### src/tdb_pkg.sv
// Overview of operation
// RL1 - Output frequency is source over (N+1) times X
// RL2 - Preset write starts output with new settings
// RL3 - Source select write picks the divider input
// RL4 - Register form: accumulator high nibble, memory low
// RL5 - Indirect form: all eight bits from table
// RL6 - Immediate form: all eight bits from operand
// RL7 - Duty code 00,01,10,11 gives 1/4,1/3,1/2,1/1; code 11 here gives one source event high per period
// RL8 - Divider output feeds alarm, timers and counter
// RL9 - Inverted buzzer pin is inverse of true pin; the code holds both pins low while the buzzer config is all zero
// RL10 - Buzzer pins share port B bits three, four
// RL11 - Carrier is divider output or tap three/four/five
// RL12 - Only one carrier source active at once
// RL13 - Envelope is any mix of taps ten to fifteen
// RL14 - Any subset of envelope taps, including all
// RL15 - Buzzer config write loads carrier and envelope
// RL16 - Both buzzer pins low after reset until configured
// RL17 - Software keeps scaling value at least three for carrier
// RL18 - Software writes buzzer config right after preset
// RL19 - All-zero buzzer config stops the buzzer output
// RL20 - Reset: base tap source, quarter duty, output inactive
// RL21 - True pin is carrier AND OR of envelope taps; with no envelope tap set the code passes the carrier alone
// RL22 - Config holds carrier field and six envelope bits
// RL23 - New preset reloads at terminal count, no glitch
package tdb_pkg;

    localparam int unsigned TDB_CLK_HZ = 200_000_000;
    localparam int unsigned TDB_ADDR_W = 8;

    // Register byte offsets
    localparam logic [7:0] TDB_SRC_OFS = 8'h00;
    localparam logic [7:0] TDB_PRESET_OFS = 8'h04;
    localparam logic [7:0] TDB_BUZZ_OFS = 8'h08;
    localparam logic [7:0] TDB_STATUS_OFS = 8'h0C;

    // Preset register fields
    localparam int unsigned TDB_PR_N_LSB = 0;
    localparam int unsigned TDB_PR_DUTY_LSB = 8;
    localparam int unsigned TDB_PR_FORM_LSB = 10;

    // Buzzer config fields
    localparam int unsigned TDB_BZ_CAR_LSB = 0;
    localparam int unsigned TDB_BZ_ENV_LSB = 3;
    localparam int unsigned TDB_ENV_W = 6;

    // Prescaler layout
    localparam int unsigned TDB_PRESC_W = 15;
    localparam int unsigned TDB_TAP_CAR_LO = 3;
    localparam int unsigned TDB_TAP_ENV_LO = 10;

    localparam logic [7:0] TDB_N_RESET = 8'h00;
    localparam logic [7:0] TDB_CNT_ZERO = 8'h00;

    typedef enum logic [1:0] {
        TDB_SRC_BASE,
        TDB_SRC_SYSCLK,
        TDB_SRC_TAP1,
        TDB_SRC_TAP2
    } tdb_src_e;

    typedef enum logic [1:0] {
        TDB_DUTY_QUARTER,
        TDB_DUTY_THIRD,
        TDB_DUTY_HALF,
        TDB_DUTY_FULL
    } tdb_duty_e;

    typedef enum logic [1:0] {
        TDB_FORM_REG,
        TDB_FORM_TABLE,
        TDB_FORM_IMM,
        TDB_FORM_RSVD
    } tdb_form_e;

    typedef enum logic [2:0] {
        TDB_CAR_NONE,
        TDB_CAR_DIV,
        TDB_CAR_TAP3,
        TDB_CAR_TAP4,
        TDB_CAR_TAP5
    } tdb_car_e;

    typedef struct packed {
        logic [7:0] n;
        tdb_duty_e duty;
    } tdb_preset_s;

    typedef struct packed {
        tdb_car_e carrier;
        logic [5:0] env;
    } tdb_buzz_s;

    localparam tdb_preset_s TDB_PRESET_RESET = '{n: 8'h00, duty: TDB_DUTY_QUARTER};
    localparam tdb_buzz_s TDB_BUZZ_RESET = '{carrier: TDB_CAR_NONE, env: 6'h00};

endpackage : tdb_pkg

### src/tdb_tone_divider.sv
// Added by the designer: the APB slave port and the register offsets.
`timescale 1ns/100ps
module tdb_tone_divider
    import tdb_pkg::*;
(
    // Clock and reset
    input wire logic pclk,
    input wire logic presetn,
    // APB slave
    input wire logic psel,
    input wire logic penable,
    input wire logic pwrite,
    input wire logic [TDB_ADDR_W-1:0] paddr,
    input wire logic [31:0] pwdata,
    output logic [31:0] prdata,
    output logic pready,
    output logic pslverr,
    // Preset operand sources
    input wire logic [3:0] accumulator_reg,
    input wire logic [3:0] data_mem_word,
    input wire logic [7:0] table_rom_word,
    // Prescaler base enable pulse
    input wire logic prescaler_base_tap,
    // Divider output to consumers
    output logic divider_output,
    output logic divider_output_rise,
    // Pad function straps, high selects buzzer
    input wire logic strap_pad3_buzzer,
    input wire logic strap_pad4_buzzer,
    // Port B general purpose data for the shared pads
    input wire logic port_b_bit_three,
    input wire logic port_b_bit_four,
    input wire logic port_b_oe_three,
    input wire logic port_b_oe_four,
    // Buzzer pins and shared pads
    output logic buzzer_true_out,
    output logic buzzer_inverted_out,
    output logic pad3_out,
    output logic pad3_oe,
    output logic pad4_out,
    output logic pad4_oe
);

    tdb_src_e src_sel;
    tdb_preset_s cur_preset;
    tdb_preset_s pend_preset;
    tdb_buzz_s buzz_cfg;
    logic div_active;
    logic [7:0] div_cnt;
    logic [1:0] div_phase;
    logic [1:0] last_phase;
    logic [TDB_PRESC_W-1:0] presc;
    logic [TDB_PRESC_W:0] taps;
    logic tap1_q;
    logic tap2_q;
    logic src_evt;
    logic terminal;
    logic period_end;
    logic next_div_out;
    logic next_true;
    logic carrier_level;
    logic env_ok;
    logic [TDB_ENV_W-1:0] env_hit;
    logic buzz_on;
    logic strap_taken;
    logic pad3_bz;
    logic pad4_bz;
    logic wr_en;
    logic rd_setup;
    logic addr_ok;
    tdb_preset_s next_pend;

    // Bus decode
    assign wr_en = psel && penable && pwrite;
    assign rd_setup = psel && !penable && !pwrite;
    assign pready = 1'b1;
    assign pslverr = psel && penable && !addr_ok;

    always_comb begin
        if (paddr == TDB_SRC_OFS) begin
            addr_ok = 1'b1;
        end else if (paddr == TDB_PRESET_OFS) begin
            addr_ok = 1'b1;
        end else if (paddr == TDB_BUZZ_OFS) begin
            addr_ok = 1'b1;
        end else if (paddr == TDB_STATUS_OFS) begin
            addr_ok = 1'b1;
        end else begin
            addr_ok = 1'b0;
        end
    end

    // Read data captured in the setup cycle
    always_ff @(posedge pclk or negedge presetn) begin
        if (!presetn) begin
            prdata <= 32'h0000_0000;
        end else if (rd_setup) begin
            if (paddr == TDB_SRC_OFS) begin
                prdata <= {30'h0000_0000, src_sel};
            end else if (paddr == TDB_PRESET_OFS) begin
                prdata <= {22'h00_0000, pend_preset};
            end else if (paddr == TDB_BUZZ_OFS) begin
                prdata <= {23'h00_0000, buzz_cfg};
            end else if (paddr == TDB_STATUS_OFS) begin
                prdata <= {16'h0000, cur_preset.n, buzzer_true_out, divider_output,
                    div_phase, cur_preset.duty, div_active, 1'b0};
            end else begin
                prdata <= 32'h0000_0000;
            end
        end
    end

    // Source select
    always_ff @(posedge pclk or negedge presetn) begin
        if (!presetn) begin
            src_sel <= TDB_SRC_BASE; // see RL20
        end else if (wr_en && paddr == TDB_SRC_OFS) begin
            src_sel <= tdb_src_e'(pwdata[1:0]); // see RL3
        end
    end

    // Preset operand assembly
    always_comb begin
        next_pend.duty = tdb_duty_e'(pwdata[TDB_PR_DUTY_LSB +: 2]); // see RL7
        case (tdb_form_e'(pwdata[TDB_PR_FORM_LSB +: 2]))
            TDB_FORM_REG: begin
                next_pend.n = {accumulator_reg, data_mem_word}; // see RL4
            end
            TDB_FORM_TABLE: begin
                next_pend.n = table_rom_word; // see RL5
            end
            default: begin
                next_pend.n = pwdata[TDB_PR_N_LSB +: 8]; // see RL6
            end
        endcase
    end

    always_ff @(posedge pclk or negedge presetn) begin
        if (!presetn) begin
            pend_preset <= TDB_PRESET_RESET;
        end else if (wr_en && paddr == TDB_PRESET_OFS) begin
            pend_preset <= next_pend;
        end
    end

    // Prescaler chain, tap k is stage k of the divide-by-two chain
    always_ff @(posedge pclk or negedge presetn) begin
        if (!presetn) begin
            presc <= '0;
        end else if (prescaler_base_tap) begin
            presc <= presc + 1'b1;
        end
    end

    assign taps = {presc, prescaler_base_tap};

    always_ff @(posedge pclk or negedge presetn) begin
        if (!presetn) begin
            tap1_q <= 1'b0;
            tap2_q <= 1'b0;
        end else begin
            tap1_q <= taps[1];
            tap2_q <= taps[2];
        end
    end

    always_comb begin
        case (src_sel)
            TDB_SRC_BASE: src_evt = prescaler_base_tap;
            TDB_SRC_SYSCLK: src_evt = 1'b1;
            TDB_SRC_TAP1: src_evt = taps[1] && !tap1_q;
            default: src_evt = taps[2] && !tap2_q;
        endcase
    end

    // Divider: N+1 source events per phase, X phases per period
    always_comb begin
        case (cur_preset.duty)
            TDB_DUTY_QUARTER: last_phase = 2'd3; // see RL7
            TDB_DUTY_THIRD: last_phase = 2'd2;
            TDB_DUTY_HALF: last_phase = 2'd1;
            default: last_phase = 2'd0;
        endcase
    end

    assign terminal = div_active && src_evt && div_cnt == cur_preset.n;
    assign period_end = terminal && div_phase == last_phase;

    always_ff @(posedge pclk or negedge presetn) begin
        if (!presetn) begin
            div_active <= 1'b0; // see RL20
            cur_preset <= TDB_PRESET_RESET;
            div_cnt <= TDB_CNT_ZERO;
            div_phase <= 2'd0;
        end else if (!div_active && wr_en && paddr == TDB_PRESET_OFS) begin
            div_active <= 1'b1; // see RL2
            cur_preset <= next_pend;
            div_cnt <= TDB_CNT_ZERO;
            div_phase <= 2'd0;
        end else if (period_end) begin
            cur_preset <= pend_preset; // see RL23
            div_cnt <= TDB_CNT_ZERO;
            div_phase <= 2'd0;
        end else if (terminal) begin
            div_cnt <= TDB_CNT_ZERO; // see RL1
            div_phase <= div_phase + 2'd1;
        end else if (div_active && src_evt) begin
            div_cnt <= div_cnt + 8'h01;
        end
    end

    // High for the first phase; full duty gives one source event high
    assign next_div_out = div_active && div_phase == 2'd0
        && (cur_preset.duty != TDB_DUTY_FULL || div_cnt == TDB_CNT_ZERO);

    always_ff @(posedge pclk or negedge presetn) begin
        if (!presetn) begin
            divider_output <= 1'b0;
            divider_output_rise <= 1'b0;
        end else begin
            divider_output <= next_div_out; // see RL8
            divider_output_rise <= next_div_out && !divider_output;
        end
    end

    // Buzzer configuration
    always_ff @(posedge pclk or negedge presetn) begin
        if (!presetn) begin
            buzz_cfg <= TDB_BUZZ_RESET; // see RL16
        end else if (wr_en && paddr == TDB_BUZZ_OFS) begin
            buzz_cfg.carrier <= tdb_car_e'(pwdata[TDB_BZ_CAR_LSB +: 3]); // see RL15, RL22
            buzz_cfg.env <= pwdata[TDB_BZ_ENV_LSB +: TDB_ENV_W]; // see RL14
        end
    end

    // Single carrier chosen by one field
    always_comb begin
        case (buzz_cfg.carrier)
            TDB_CAR_DIV: carrier_level = divider_output; // see RL12
            TDB_CAR_TAP3: carrier_level = taps[TDB_TAP_CAR_LO]; // see RL11
            TDB_CAR_TAP4: carrier_level = taps[TDB_TAP_CAR_LO + 1];
            TDB_CAR_TAP5: carrier_level = taps[TDB_TAP_CAR_LO + 2];
            default: carrier_level = 1'b0;
        endcase
    end

    // Envelope taps ten to fifteen
    genvar gi;
    generate
        for (gi = 0; gi < TDB_ENV_W; gi++) begin : g_env
            assign env_hit[gi] = buzz_cfg.env[gi] && taps[TDB_TAP_ENV_LO + gi]; // see RL13
        end
    endgenerate

    assign env_ok = (buzz_cfg.env == '0) || (|env_hit); // see RL21
    assign buzz_on = buzz_cfg != TDB_BUZZ_RESET; // see RL19
    assign next_true = buzz_on && carrier_level && env_ok;

    always_ff @(posedge pclk or negedge presetn) begin
        if (!presetn) begin
            buzzer_true_out <= 1'b0; // see RL16
            buzzer_inverted_out <= 1'b0;
        end else if (!buzz_on) begin
            buzzer_true_out <= 1'b0; // see RL19
            buzzer_inverted_out <= 1'b0;
        end else begin
            buzzer_true_out <= next_true; // see RL21
            buzzer_inverted_out <= !next_true; // see RL9
        end
    end

    // Pad function straps caught after reset release
    always_ff @(posedge pclk or negedge presetn) begin
        if (!presetn) begin
            strap_taken <= 1'b0;
            pad3_bz <= 1'b0;
            pad4_bz <= 1'b0;
        end else if (!strap_taken) begin
            strap_taken <= 1'b1;
            pad3_bz <= strap_pad3_buzzer; // see RL10
            pad4_bz <= strap_pad4_buzzer;
        end
    end

    assign pad3_out = pad3_bz ? buzzer_inverted_out : port_b_bit_three; // see RL10
    assign pad3_oe = pad3_bz ? strap_taken : port_b_oe_three;
    assign pad4_out = pad4_bz ? buzzer_true_out : port_b_bit_four;
    assign pad4_oe = pad4_bz ? strap_taken : port_b_oe_four;

    // Assertions
    complementary_pins_a: assert property (@(posedge pclk) disable iff (!presetn) // see RL9
        $past(buzz_on) && buzz_on |-> buzzer_inverted_out == !buzzer_true_out)
        else $error("buzzer pins not complementary");

    stopped_low_a: assert property (@(posedge pclk) disable iff (!presetn) // see RL19
        !buzz_on |=> !buzzer_true_out && !buzzer_inverted_out)
        else $error("buzzer pins not low while stopped");

    inactive_quiet_a: assert property (@(posedge pclk) disable iff (!presetn) // see RL20
        !div_active |=> !divider_output)
        else $error("divider output while inactive");

    reload_end_a: assert property (@(posedge pclk) disable iff (!presetn) // see RL23
        period_end && !(wr_en && paddr == TDB_PRESET_OFS) |=> cur_preset == $past(pend_preset))
        else $error("preset not reloaded at period end");

    count_bound_a: assert property (@(posedge pclk) disable iff (!presetn) // see RL1
        div_active |-> div_cnt <= cur_preset.n && div_phase <= last_phase)
        else $error("divider count out of range");

    imm_load_a: assert property (@(posedge pclk) disable iff (!presetn) // see RL6
        wr_en && paddr == TDB_PRESET_OFS && pwdata[TDB_PR_FORM_LSB +: 2] == 2'd2
        |=> pend_preset.n == $past(pwdata[7:0]))
        else $error("immediate preset not loaded");

    reg_load_a: assert property (@(posedge pclk) disable iff (!presetn) // see RL4
        wr_en && paddr == TDB_PRESET_OFS && pwdata[TDB_PR_FORM_LSB +: 2] == 2'd0
        |=> pend_preset.n == {$past(accumulator_reg), $past(data_mem_word)})
        else $error("register preset not loaded");

    table_load_a: assert property (@(posedge pclk) disable iff (!presetn) // see RL5
        wr_en && paddr == TDB_PRESET_OFS && pwdata[TDB_PR_FORM_LSB +: 2] == 2'd1
        |=> pend_preset.n == $past(table_rom_word))
        else $error("table preset not loaded");

    start_out_a: assert property (@(posedge pclk) disable iff (!presetn) // see RL2
        !div_active && wr_en && paddr == TDB_PRESET_OFS |=> div_active ##1 divider_output)
        else $error("divider did not start after preset");

    envelope_gate_a: assert property (@(posedge pclk) disable iff (!presetn) // see RL13
        buzz_cfg.env != '0 && env_hit == '0 |=> !buzzer_true_out)
        else $error("envelope did not gate carrier");

    tap3_carrier_a: assert property (@(posedge pclk) disable iff (!presetn) // see RL11
        buzz_cfg.carrier == TDB_CAR_TAP3 && buzz_cfg.env == '0
        |=> buzzer_true_out == $past(taps[TDB_TAP_CAR_LO]))
        else $error("tap three carrier not passed");

    cover_reload_c: cover property (@(posedge pclk) disable iff (!presetn)
        period_end && pend_preset != cur_preset);
    cover_buzz_div_c: cover property (@(posedge pclk) disable iff (!presetn)
        buzz_cfg.carrier == TDB_CAR_DIV && buzzer_true_out);
    cover_env_all_c: cover property (@(posedge pclk) disable iff (!presetn)
        buzz_cfg.env == 6'h3F && buzzer_true_out);
    cover_full_duty_c: cover property (@(posedge pclk) disable iff (!presetn)
        cur_preset.duty == TDB_DUTY_FULL && divider_output_rise);

endmodule : tdb_tone_divider

### config.mk
export PLATFORM = sky130hd
export DESIGN_NAME = tdb_tone_divider
export DESIGN_NICKNAME = d
export VERILOG_FILES = /design/src/tdb_pkg.sv /design/src/tdb_tone_divider.sv
export SDC_FILE = /design/constraint.sdc
export NUM_CORES = 1
export LEC_CHECK = 0
export BUFFER_PORTS_ARGS = -buffer_cell sky130_fd_sc_hd__buf_2
export CAP_MARGIN = 20
export CORE_MARGIN = 2
export CORE_UTILIZATION = 30
export CTS_CLUSTER_DIAMETER = 60
export DETAILED_ROUTE_END_ITERATION = 10
export SLEW_MARGIN = 20
export SYNTH_ARGS = -nofsm -noshare
export SYNTH_HDL_FRONTEND = slang
export SYNTH_SLANG_ARGS = --single-unit
### constraint.sdc
create_clock -name pclk -period 4.8 [get_ports pclk]
set_input_delay 0.24 -clock pclk [delete_from_list [all_inputs] [get_ports pclk]]
set_output_delay 0.24 -clock pclk [all_outputs]
set_load 0.03 [all_outputs]
== After elaboration in Yosys (flattened, before gate mapping) ==
Cells that the tools add are included.

* Register bits: 98
* Input bits: 68
* Logic and storage cells: 114

* Add/sub/neg operators: 3
* Equal/unequal tests: 15
* Mux-type cells: 27
* Reductions and logical operators: 48

{| class="wikitable"
|+ Operators with widths
! kind !! number
|-
| two-way mux 16 bit || 4
|-
| two-way mux 8 bit || 4
|-
| logical AND 1 bit || 26
|-
| two-way mux 10 bit || 2
|-
| == test 8 x 4 -> 1 bit (second input constant) || 2
|-
| zero test 8 bit || 2
|-
| case mux 8 bit (2 select lines) || 1
|-
| adder 15 x 1 -> 15 bit (second input constant) || 1
|-
| two-way mux 1 bit || 10
|-
| nonzero test 9 bit || 1
|-
| adder 8 x 1 -> 8 bit (second input constant) || 1
|-
| == test 8 x 3 -> 1 bit (second input constant) || 1
|-
| == test 8 bit || 1
|-
| zero test 1 bit || 8
|-
| zero test 2 bit || 4
|-
| == test 2 x 1 -> 1 bit (second input constant) || 3
|-
| == test 3 x 2 -> 1 bit (second input constant) || 2
|-
| zero test 6 bit || 1
|-
| two-way mux 2 bit || 3
|-
| case mux 2 bit (3 select lines) || 1
|-
| OR reduction 6 bit || 1
|-
| == test 2 bit (second input constant) || 2
|-
| case mux 1 bit (4 select lines) || 1
|-
| nonzero test 4 bit || 1
|-
| 9 further kinds || 10
|}

== Logic depth before layout (Yosys ltp) ==
Gate-level depths: netlist (run 1).

* Depth in word-level cells: 8
* Mapped depth: 7

== Worst setup path after synthesis (run 1) ==
No wires, ideal clock.

* Kind: reg-to-reg
* Start point: register src_sel[0]
* End point: register cur_preset[2] (netlist bit)
* Arrival time: 1,512 ps
* Setup slack: 3,162 ps
* Cell stages (with the launch flop): 7
* Cells stage by stage: dfrtp_1 > and4bb_1 > a21oi_2 > a2111oi_2 > buf_6 > mux2i_1 > mux2i_1

* Cells in the longest elaborated chain, start to end: 6
* Elaborated cells between the ends (all ways): 8
* Those cells by class: eq/ne (2); mux (1); reduce/logical (5)

{| class="wikitable"
|+ Ends and longest elaborated chain
! item !! RTL line !! RTL
|-
| from (decl) || tdb_tone_divider.sv:44 || <nowiki>tdb_src_e src_sel;</nowiki>
|-
| from (signal assigned) || tdb_tone_divider.sv:118 || <nowiki>src_sel <= tdb_src_e'(pwdata[1:0]);</nowiki>
|-
| == test 2 bit (tied with other cells) || tdb_tone_divider.sv:168 || <nowiki>case (src_sel)</nowiki>
|-
| case mux 1 bit (3 select lines) * || tdb_tone_divider.sv:168 ||
|-
| logical AND 1 bit * (2 in a row) || tdb_tone_divider.sv:186 || <nowiki>assign terminal = div_active && src_evt && div_cnt == cur_preset.n;</nowiki>
|-
| logical AND 1 bit * || tdb_tone_divider.sv:187 || <nowiki>assign period_end = terminal && div_phase == last_phase;</nowiki>
|-
| nonzero test 2 bit (no line) * || -- ||
|-
| to (signal assigned) || tdb_tone_divider.sv:197 || <nowiki>cur_preset <= next_pend;</nowiki>
|-
| to (signal assigned) || tdb_tone_divider.sv:201 || <nowiki>cur_preset <= pend_preset;</nowiki>
|-
| to (decl) || tdb_tone_divider.sv:45 || <nowiki>tdb_preset_s cur_preset;</nowiki>
|}

Every way passes the cells marked *; elsewhere a longest branch is shown, timed or not.
A chain may end at the register's enable or synchronous reset.

== Final worst setup path (run 1) ==
* Start point: input port paddr[3]
* End point: register div_cnt[1]

* Cells in the longest elaborated chain, start to end: 3
* Elaborated cells between the ends (all ways): 4
* Those cells by class: eq/ne (1); mux (1); reduce/logical (2)

{| class="wikitable"
|+ Ends and longest elaborated chain
! item !! RTL line !! RTL
|-
| from (decl) || tdb_tone_divider.sv:13 || <nowiki>input wire logic [TDB_ADDR_W-1:0] paddr,</nowiki>
|-
| == test 8 x 3 -> 1 bit * || tdb_tone_divider.sv:195 || <nowiki>end else if (!div_active && wr_en && paddr == TDB_PRESET_OFS) begin</nowiki>
|-
| logical AND 1 bit * || tdb_tone_divider.sv:195 ||
|-
| nonzero test 4 bit (no line) or two-way mux 8 bit (tied branches) || -- ||
|-
| to (signal assigned) || tdb_tone_divider.sv:208 || <nowiki>div_cnt <= div_cnt + 8'h01;</nowiki>
|-
| to (decl) || tdb_tone_divider.sv:49 || <nowiki>logic [7:0] div_cnt;</nowiki>
|}

Marked as above.

==> metrics.txt, run 1 <==
fin nets 545; Reg area 0.00205 mm2; CP max stage delay 690 ps; Cell Chain, Critical Path buf_2, and4b_1, nand4_2, or2_1, a32o_1; port bufs 72; Post-Synthesis Cells 403; CP startpoint kind primary input; CTS root buf clkbuf_16; Slew headroom 0.468; Primary FF master, synth dfrtp_1; count leader, synth dfrtp_1; Worst Tran Pin Value 799 ps; Wirelength per Cell 15.1 um; CORE AREA 0.0139 mm2; initial antenna violation count 1; multi-input logic area 0.00203 mm2; hold_buf cts 0; fraction of registers with async set/reset 1.00; via count of the first global-routing pass 3114; synth top area cells dfrtp_1 (48%), mux2i_1 (7.0%), buf_4 (3.5%); Reg-to-Reg Start div_cnt[4]; die width 123 um; Max clock buf depth 2; Fill cells 1431; DIE AREA 0.0152 mm2; Cell Area, Synth 0.00427 mm2; clock sinks 82; Final period util 0.421; R2R depth 6; minimum clock period 2020 ps; vias per cell 4.83; clock slew at reported path FFs 60 ps; sequential share of the synthesized area 0.481; area grow syn2layout 17.8%; cell accounting for the most synthesized area dfrtp_1; RR Endpoint cur_preset[2]; Leakage 2.45 nW; WL final 9960 um; final hold viol count 82; met3 Resource Use GR 0.0346; Worst Path Required 5030 ps; failing checks negative hold slack; max cap viols 0; Overall Global Routing Usage 0.138; largest net degree at the start of global routing 83; slowest CP cell or2_1; CTS tree done; R2R Setup Slk 2870 ps; CTS Buf Count 9; Worst-Skew Late Latency 340 ps; worst vdd ir 0.182 mV; Final Wtd Congestion 0.816; first-pass GRT wire length 15900 um; worst hold path class primary input to asynchronous set/reset pin; post-CTS setup buffer count 0; RSZ-0062 raised after global routing no; Worst Setup SP paddr[3]; most frequent cells after synthesis dfrtp_1 (82), nand2_1 (38), nor2_1 (33); post_cts resized 0; top-area cell type share of the netlist area 0.481; initial core utilization 0.307; DP HPWL 7480 um; Slew Viols, Final 0; # DRC 0; crit path kind primary input to flop; Avg Cell Area, Syn 10.6 um2; met2 Track Usage GR 0.223; Cell Pwr Density 346 mW/mm2; IO Pins 110; Synth Register Bits 82; number of flops mapped to enable cells by yosys 0; status finished, violations left; layout cells sized above 1 0.241; H-tree depth 3; GRT overflow 0; CP arrival 2250 ps; post-synth cell types 54; crit path max fanout 21; row count 43; Initial DRC Count 200; f_max 495 MHz; number of setup violations in the final report 0; Die Y 123 um; TNS Setup 0 ps; most used routing layer met2; fin util 0.362; drt first pass iters 4; Final ANT Viol Nets 0; clk_skew 7.49 ps; GRT met1 Usage 0.179; via count 3185; yosys warns 0; Worst setup EP type flop; Worst Hold Slack -66.3 ps
## worst max-delay path by stage
stage,end,slack (ps),cells past startpoint
3_3_place_gp,div_cnt[1],2420,5
3_5_place_dp,div_cnt[1],2410,5
4_1_cts,div_cnt[1],2770,5
5_1_grt,div_cnt[1],2630,5
2_1_floorplan,cur_preset[2],3160,6
6_report,div_cnt[1],2780,5
## cells in the final DEF, fill, tap and decap left out, types with 6 or more instances in the layout
master / count
o21ai_0: 18
inv_1: 12
clkbuf_16: 9
nand4_1: 9
mux2_2: 8
mux2i_1: 30
and3_1: 6
xnor2_1: 16
conb_1: 18
xor2_1: 8
mux2_4: 9
dfrtp_1: 82
buf_2: 71
a21oi_1: 19
nand2_1: 38
o21ai_1: 10
nand3_1: 8
nor2_1: 33
a22o_1: 7
## cell families (layout without fill, tap and decap cells)
group	after synthesis	after routing	share of synthesized area
XOR/XNOR	24	24	0.0493
AO/OA/AOI/OAI	74	74	0.110
multiplexers	53	53	0.142
other	2	19	0.00176
flip-flops	82	82	0.481
buffers and inverters	42	101	0.0572
AND/OR/NAND/NOR	122	122	0.147
adder cells (fa/ha/maj)	4	4	0.0117
## layout make-up
type	count	share of cell area
multi-input combinational	295	0.404
clock buffer	9	0.0448
clock inverter	7	0.0139
sequential	82	0.408
inverter	12	0.00897
timing repair buffer	73	0.0745
antenna	1	0.000498
tap	180	0.0448
## sequential cells by signal, summed over array words and instances, names as in the netlist, 2 cells and up
register / flops
buzz_cfg: 9
cur_preset: 10
div_cnt: 8
div_phase: 2
pend_preset: 10
prdata: 16
presc: 15
src_sel: 2
## routing by layer
metal  share of wire  wire [um]  up-vias
li1                -          -     1529
met2            0.48       4810       74
met4           0.022        220        0
met1            0.45       4520     1568
met3           0.041        404       14
met5               0          0        -
## where the power goes
group | total, W | switching [W] | leakage, nW | internal, W
sequential | 0.000804 | 0.0000581 | 1.11 | 0.000745
clock | 0.000686 | 0.000284 | 0.145 | 0.000402
combinational | 0.000247 | 0.000146 | 1.19 | 0.000101
## through the flow
step                      cells  worst slack, ps  cell area, um2  power (W)
after floorplan             419             3160            4330   0.000986
after global placement      642             2420            4720    0.00106
after detailed placement    642             2410            4720    0.00106
after CTS                   658             2770            5020    0.00175
after global routing        658             2630            5020    0.00182
final                       659             2780            5020    0.00174
## worst max-delay path, delay by kind of cell
| family | cells | cell delay, ps |
|---|---|---|
| AOI/OAI and AO/OA | 1 | 380 |
| buffers and inverters | 1 | 160 |
| and+or+nand+nor | 3 | 1460 |
Power figures use the tool's default switching activity.
==> inputs of run 2 (changes only) <==
==> constraint.sdc (replaced) <==
create_clock -name pclk -period 1.65 [get_ports pclk]
set_input_delay 0.0825 -clock pclk [delete_from_list [all_inputs] [get_ports pclk]]
set_output_delay 0.0825 -clock pclk [all_outputs]
set_load 0.03 [all_outputs]
==> run 2 against run 1 <==
  * The flow finishes with violations (negative setup slack)
  * Highest routed layer unchanged
  * First-iteration DRC count decreased by 14%
  * Total power rose to 3.2 times the previous value
  * Count of clock-buffer cells in the layout grew 3
  * Clock power increased to 3.2 times the previous value
  * Critical path depth up 1
  * Final cell count grew 6.5%
==> metrics.txt, run 2 (synthesis results as in run 1) <==
Reg with most FFs prdata; max reg flops 16 (unchanged); crit path kind flop to flop; Cell Pwr Density 1000 mW/mm2 (+190%); Placed Cells 681 (+6.1%); f_max 559 MHz; failing checks negative setup slack; max cap viols 0 (unchanged); Wirelength per Cell 14.9 um (-1.4%); number of setup violations in the final report 12 (+12); Worst-Skew Late Latency 330 ps (about the same); final instance area 0.00551 mm2 (+9.7%); GRT overflow 0 (unchanged); largest net degree at the start of global routing 36 (-57%); ant diodes 0 (-1); status finished, violations left; Reg area 0.00205 mm2 (about the same); die width 123 um (unchanged); DP HPWL 8200 um (+9.6%); clock sinks 82 (unchanged); multi-input logic area 0.00208 mm2 (+2.7%); Leakage 2.71 nW (+11%); final hold viol count 0 (-100%); row count 43 (unchanged); Slew Viols, Final 0 (unchanged); RSZ-0062 raised after global routing yes; WL final 10500 um (+5.1%); CTS root buf clkbuf_16; Final ANT Viol Nets 0 (unchanged); Die Y 123 um (unchanged); Worst Path Required 1860 ps (-3170 ps); CTS tree done; H-tree depth 3 (unchanged); Worst setup EP type flop; IO Pins 110 (unchanged); initial antenna violation count 0 (-1); port bufs 72 (unchanged); drt first pass iters 4 (unchanged); Int Pwr 0.00409 W (+230%); crit path max fanout 10 (-52%); leading cell type in the layout, fill and taps excluded dfrtp_1; switch share 0.259 (-0.0227); CTS Buf Count 9 (unchanged); final setup margin -140 ps (-2920 ps); CP startpoint kind flop; first-pass GRT wire length 16700 um (+5.2%); initial core utilization 0.307 (unchanged); DP Area 0.00505 mm2 (+7.0%); via count 3319 (+4.2%); clock slew at reported path FFs 60 ps (about the same); Overall Global Routing Usage 0.144 (+0.00597); Max clock buf depth 2 (unchanged); clk_skew 5.20 ps (-2.28 ps); layout cells sized above 1 0.314 (+0.0736); area grow syn2layout 29.2%; sequential power share 0.417 (-0.046); Final Wtd Congestion 0.843 (+3.4%); Fill cells 1368 (-4.4%); worst vdd ir 0.412 mV (+130%); worst hold path class primary input to flop; vias per cell 4.73 (-2.2%); Largest regs prdata (16), presc (15); CORE AREA 0.0139 mm2 (unchanged); fin nets 591 (+8.4%); DIE AREA 0.0152 mm2 (unchanged); minimum clock period 1790 ps; Initial DRC Count 172 (-14%); Sw Pwr 0.00142 W (+190%); via count of the first global-routing pass 3227 (+3.6%); CP arrival 2000 ps (-250 ps); clock power share 0.397 (+0.002); Cell Count, Final, Fillers Out 702 (+6.5%); # DRC 0 (unchanged); Comb pwr share 0.186 (+0.044); Final period util 1.09; most frequent cells in the layout dfrtp_1 (81), buf_2 (71), nand2_1 (38)
## run 2: cell count changes in the layout (fill, tap and decap cells not counted), sizes merged
cell	delta
clkinv	-5
dlygate4sd3	+6
clkinvlp	-1
buf	+40
diode	-1
clkbuf	+3
bufinv	+1
## run 2: cell type report
| class | instances | share of cell area |
|---|---|---|
| inverter | 12 | 0.00817 |
| multi-input combinational | 295 | 0.378 |
| clock inverter | 2 | 0.0109 |
| tap | 180 | 0.0409 |
| clock buffer | 12 | 0.0483 |
| sequential | 82 | 0.372 |
| timing repair buffer | 119 | 0.141 |
## run 2: metrics by stage
stage | utilization | power, W | setup TNS [ps] | setup WS (ps) | hold WS, ps
floorplan | - | 0.00287 | 0 | 11.9 | -213
global placement | 0.364 | 0.00326 | -641 | -73.5 | 69.3
detailed placement | 0.364 | 0.00330 | -870 | -114 | 78.4
CTS | 0.392 | 0.00550 | -1030 | -131 | 0.514
global route | 0.397 | 0.00576 | -2910 | -256 | 9.19
finish | 0.397 | 0.00551 | -1090 | -140 | 15.0
## run 2: what timing repair did
item,CTS,global route
cloned,0,0
setup buffers,0,1
gates resized for setup,0,16
setup endpoints to repair,11,22
hold buffers,6,0
pin swaps,0,5
hold endpoints to repair,38,0
## run 2: metal layers
layer / share of wire / GRT usage / vias to the layer above
li1: - / - / 1616
met1: 0.46 / 0.197 / 1617
met2: 0.49 / 0.227 / 75
met3: 0.034 / 0.0268 / 11
met4: 0.015 / 0.0504 / 0
met5: 0 / 0 / -
## run 2: path summary, 6_finish.rpt
path                               from              to  slack [ps]  cells after the start
hold / removal                pwdata[5]     buzz_cfg[2]          10                      2
hold reg to reg                presc[6]        presc[6]         470                      1
setup reg to reg           div_phase[0]   cur_preset[4]        -140                      6
setup / recovery           div_phase[0]   cur_preset[4]        -140                      6
min in group asynchronous       presetn  pend_preset[6]         260                      2
max in group asynchronous       presetn       presc[11]         790                      3
## run 2: power groups by stage
stage                     sequential [W]  combinational [W]  clock [W]
after detailed placement         0.00232           0.000971          0
after floorplan                  0.00234           0.000532          0
after global routing             0.00232            0.00114    0.00231
final                            0.00230            0.00103    0.00219
after global placement           0.00232           0.000942          0
after CTS                        0.00229           0.000981    0.00223
## run 2: worst max-delay path, stage by stage (launching register included)
cell	delay, ps
dfrtp_1	420
xor2_2	200
nand3_1	120
a2111oi_2	340
buf_4	280
mux2i_1	220
mux2i_1	90
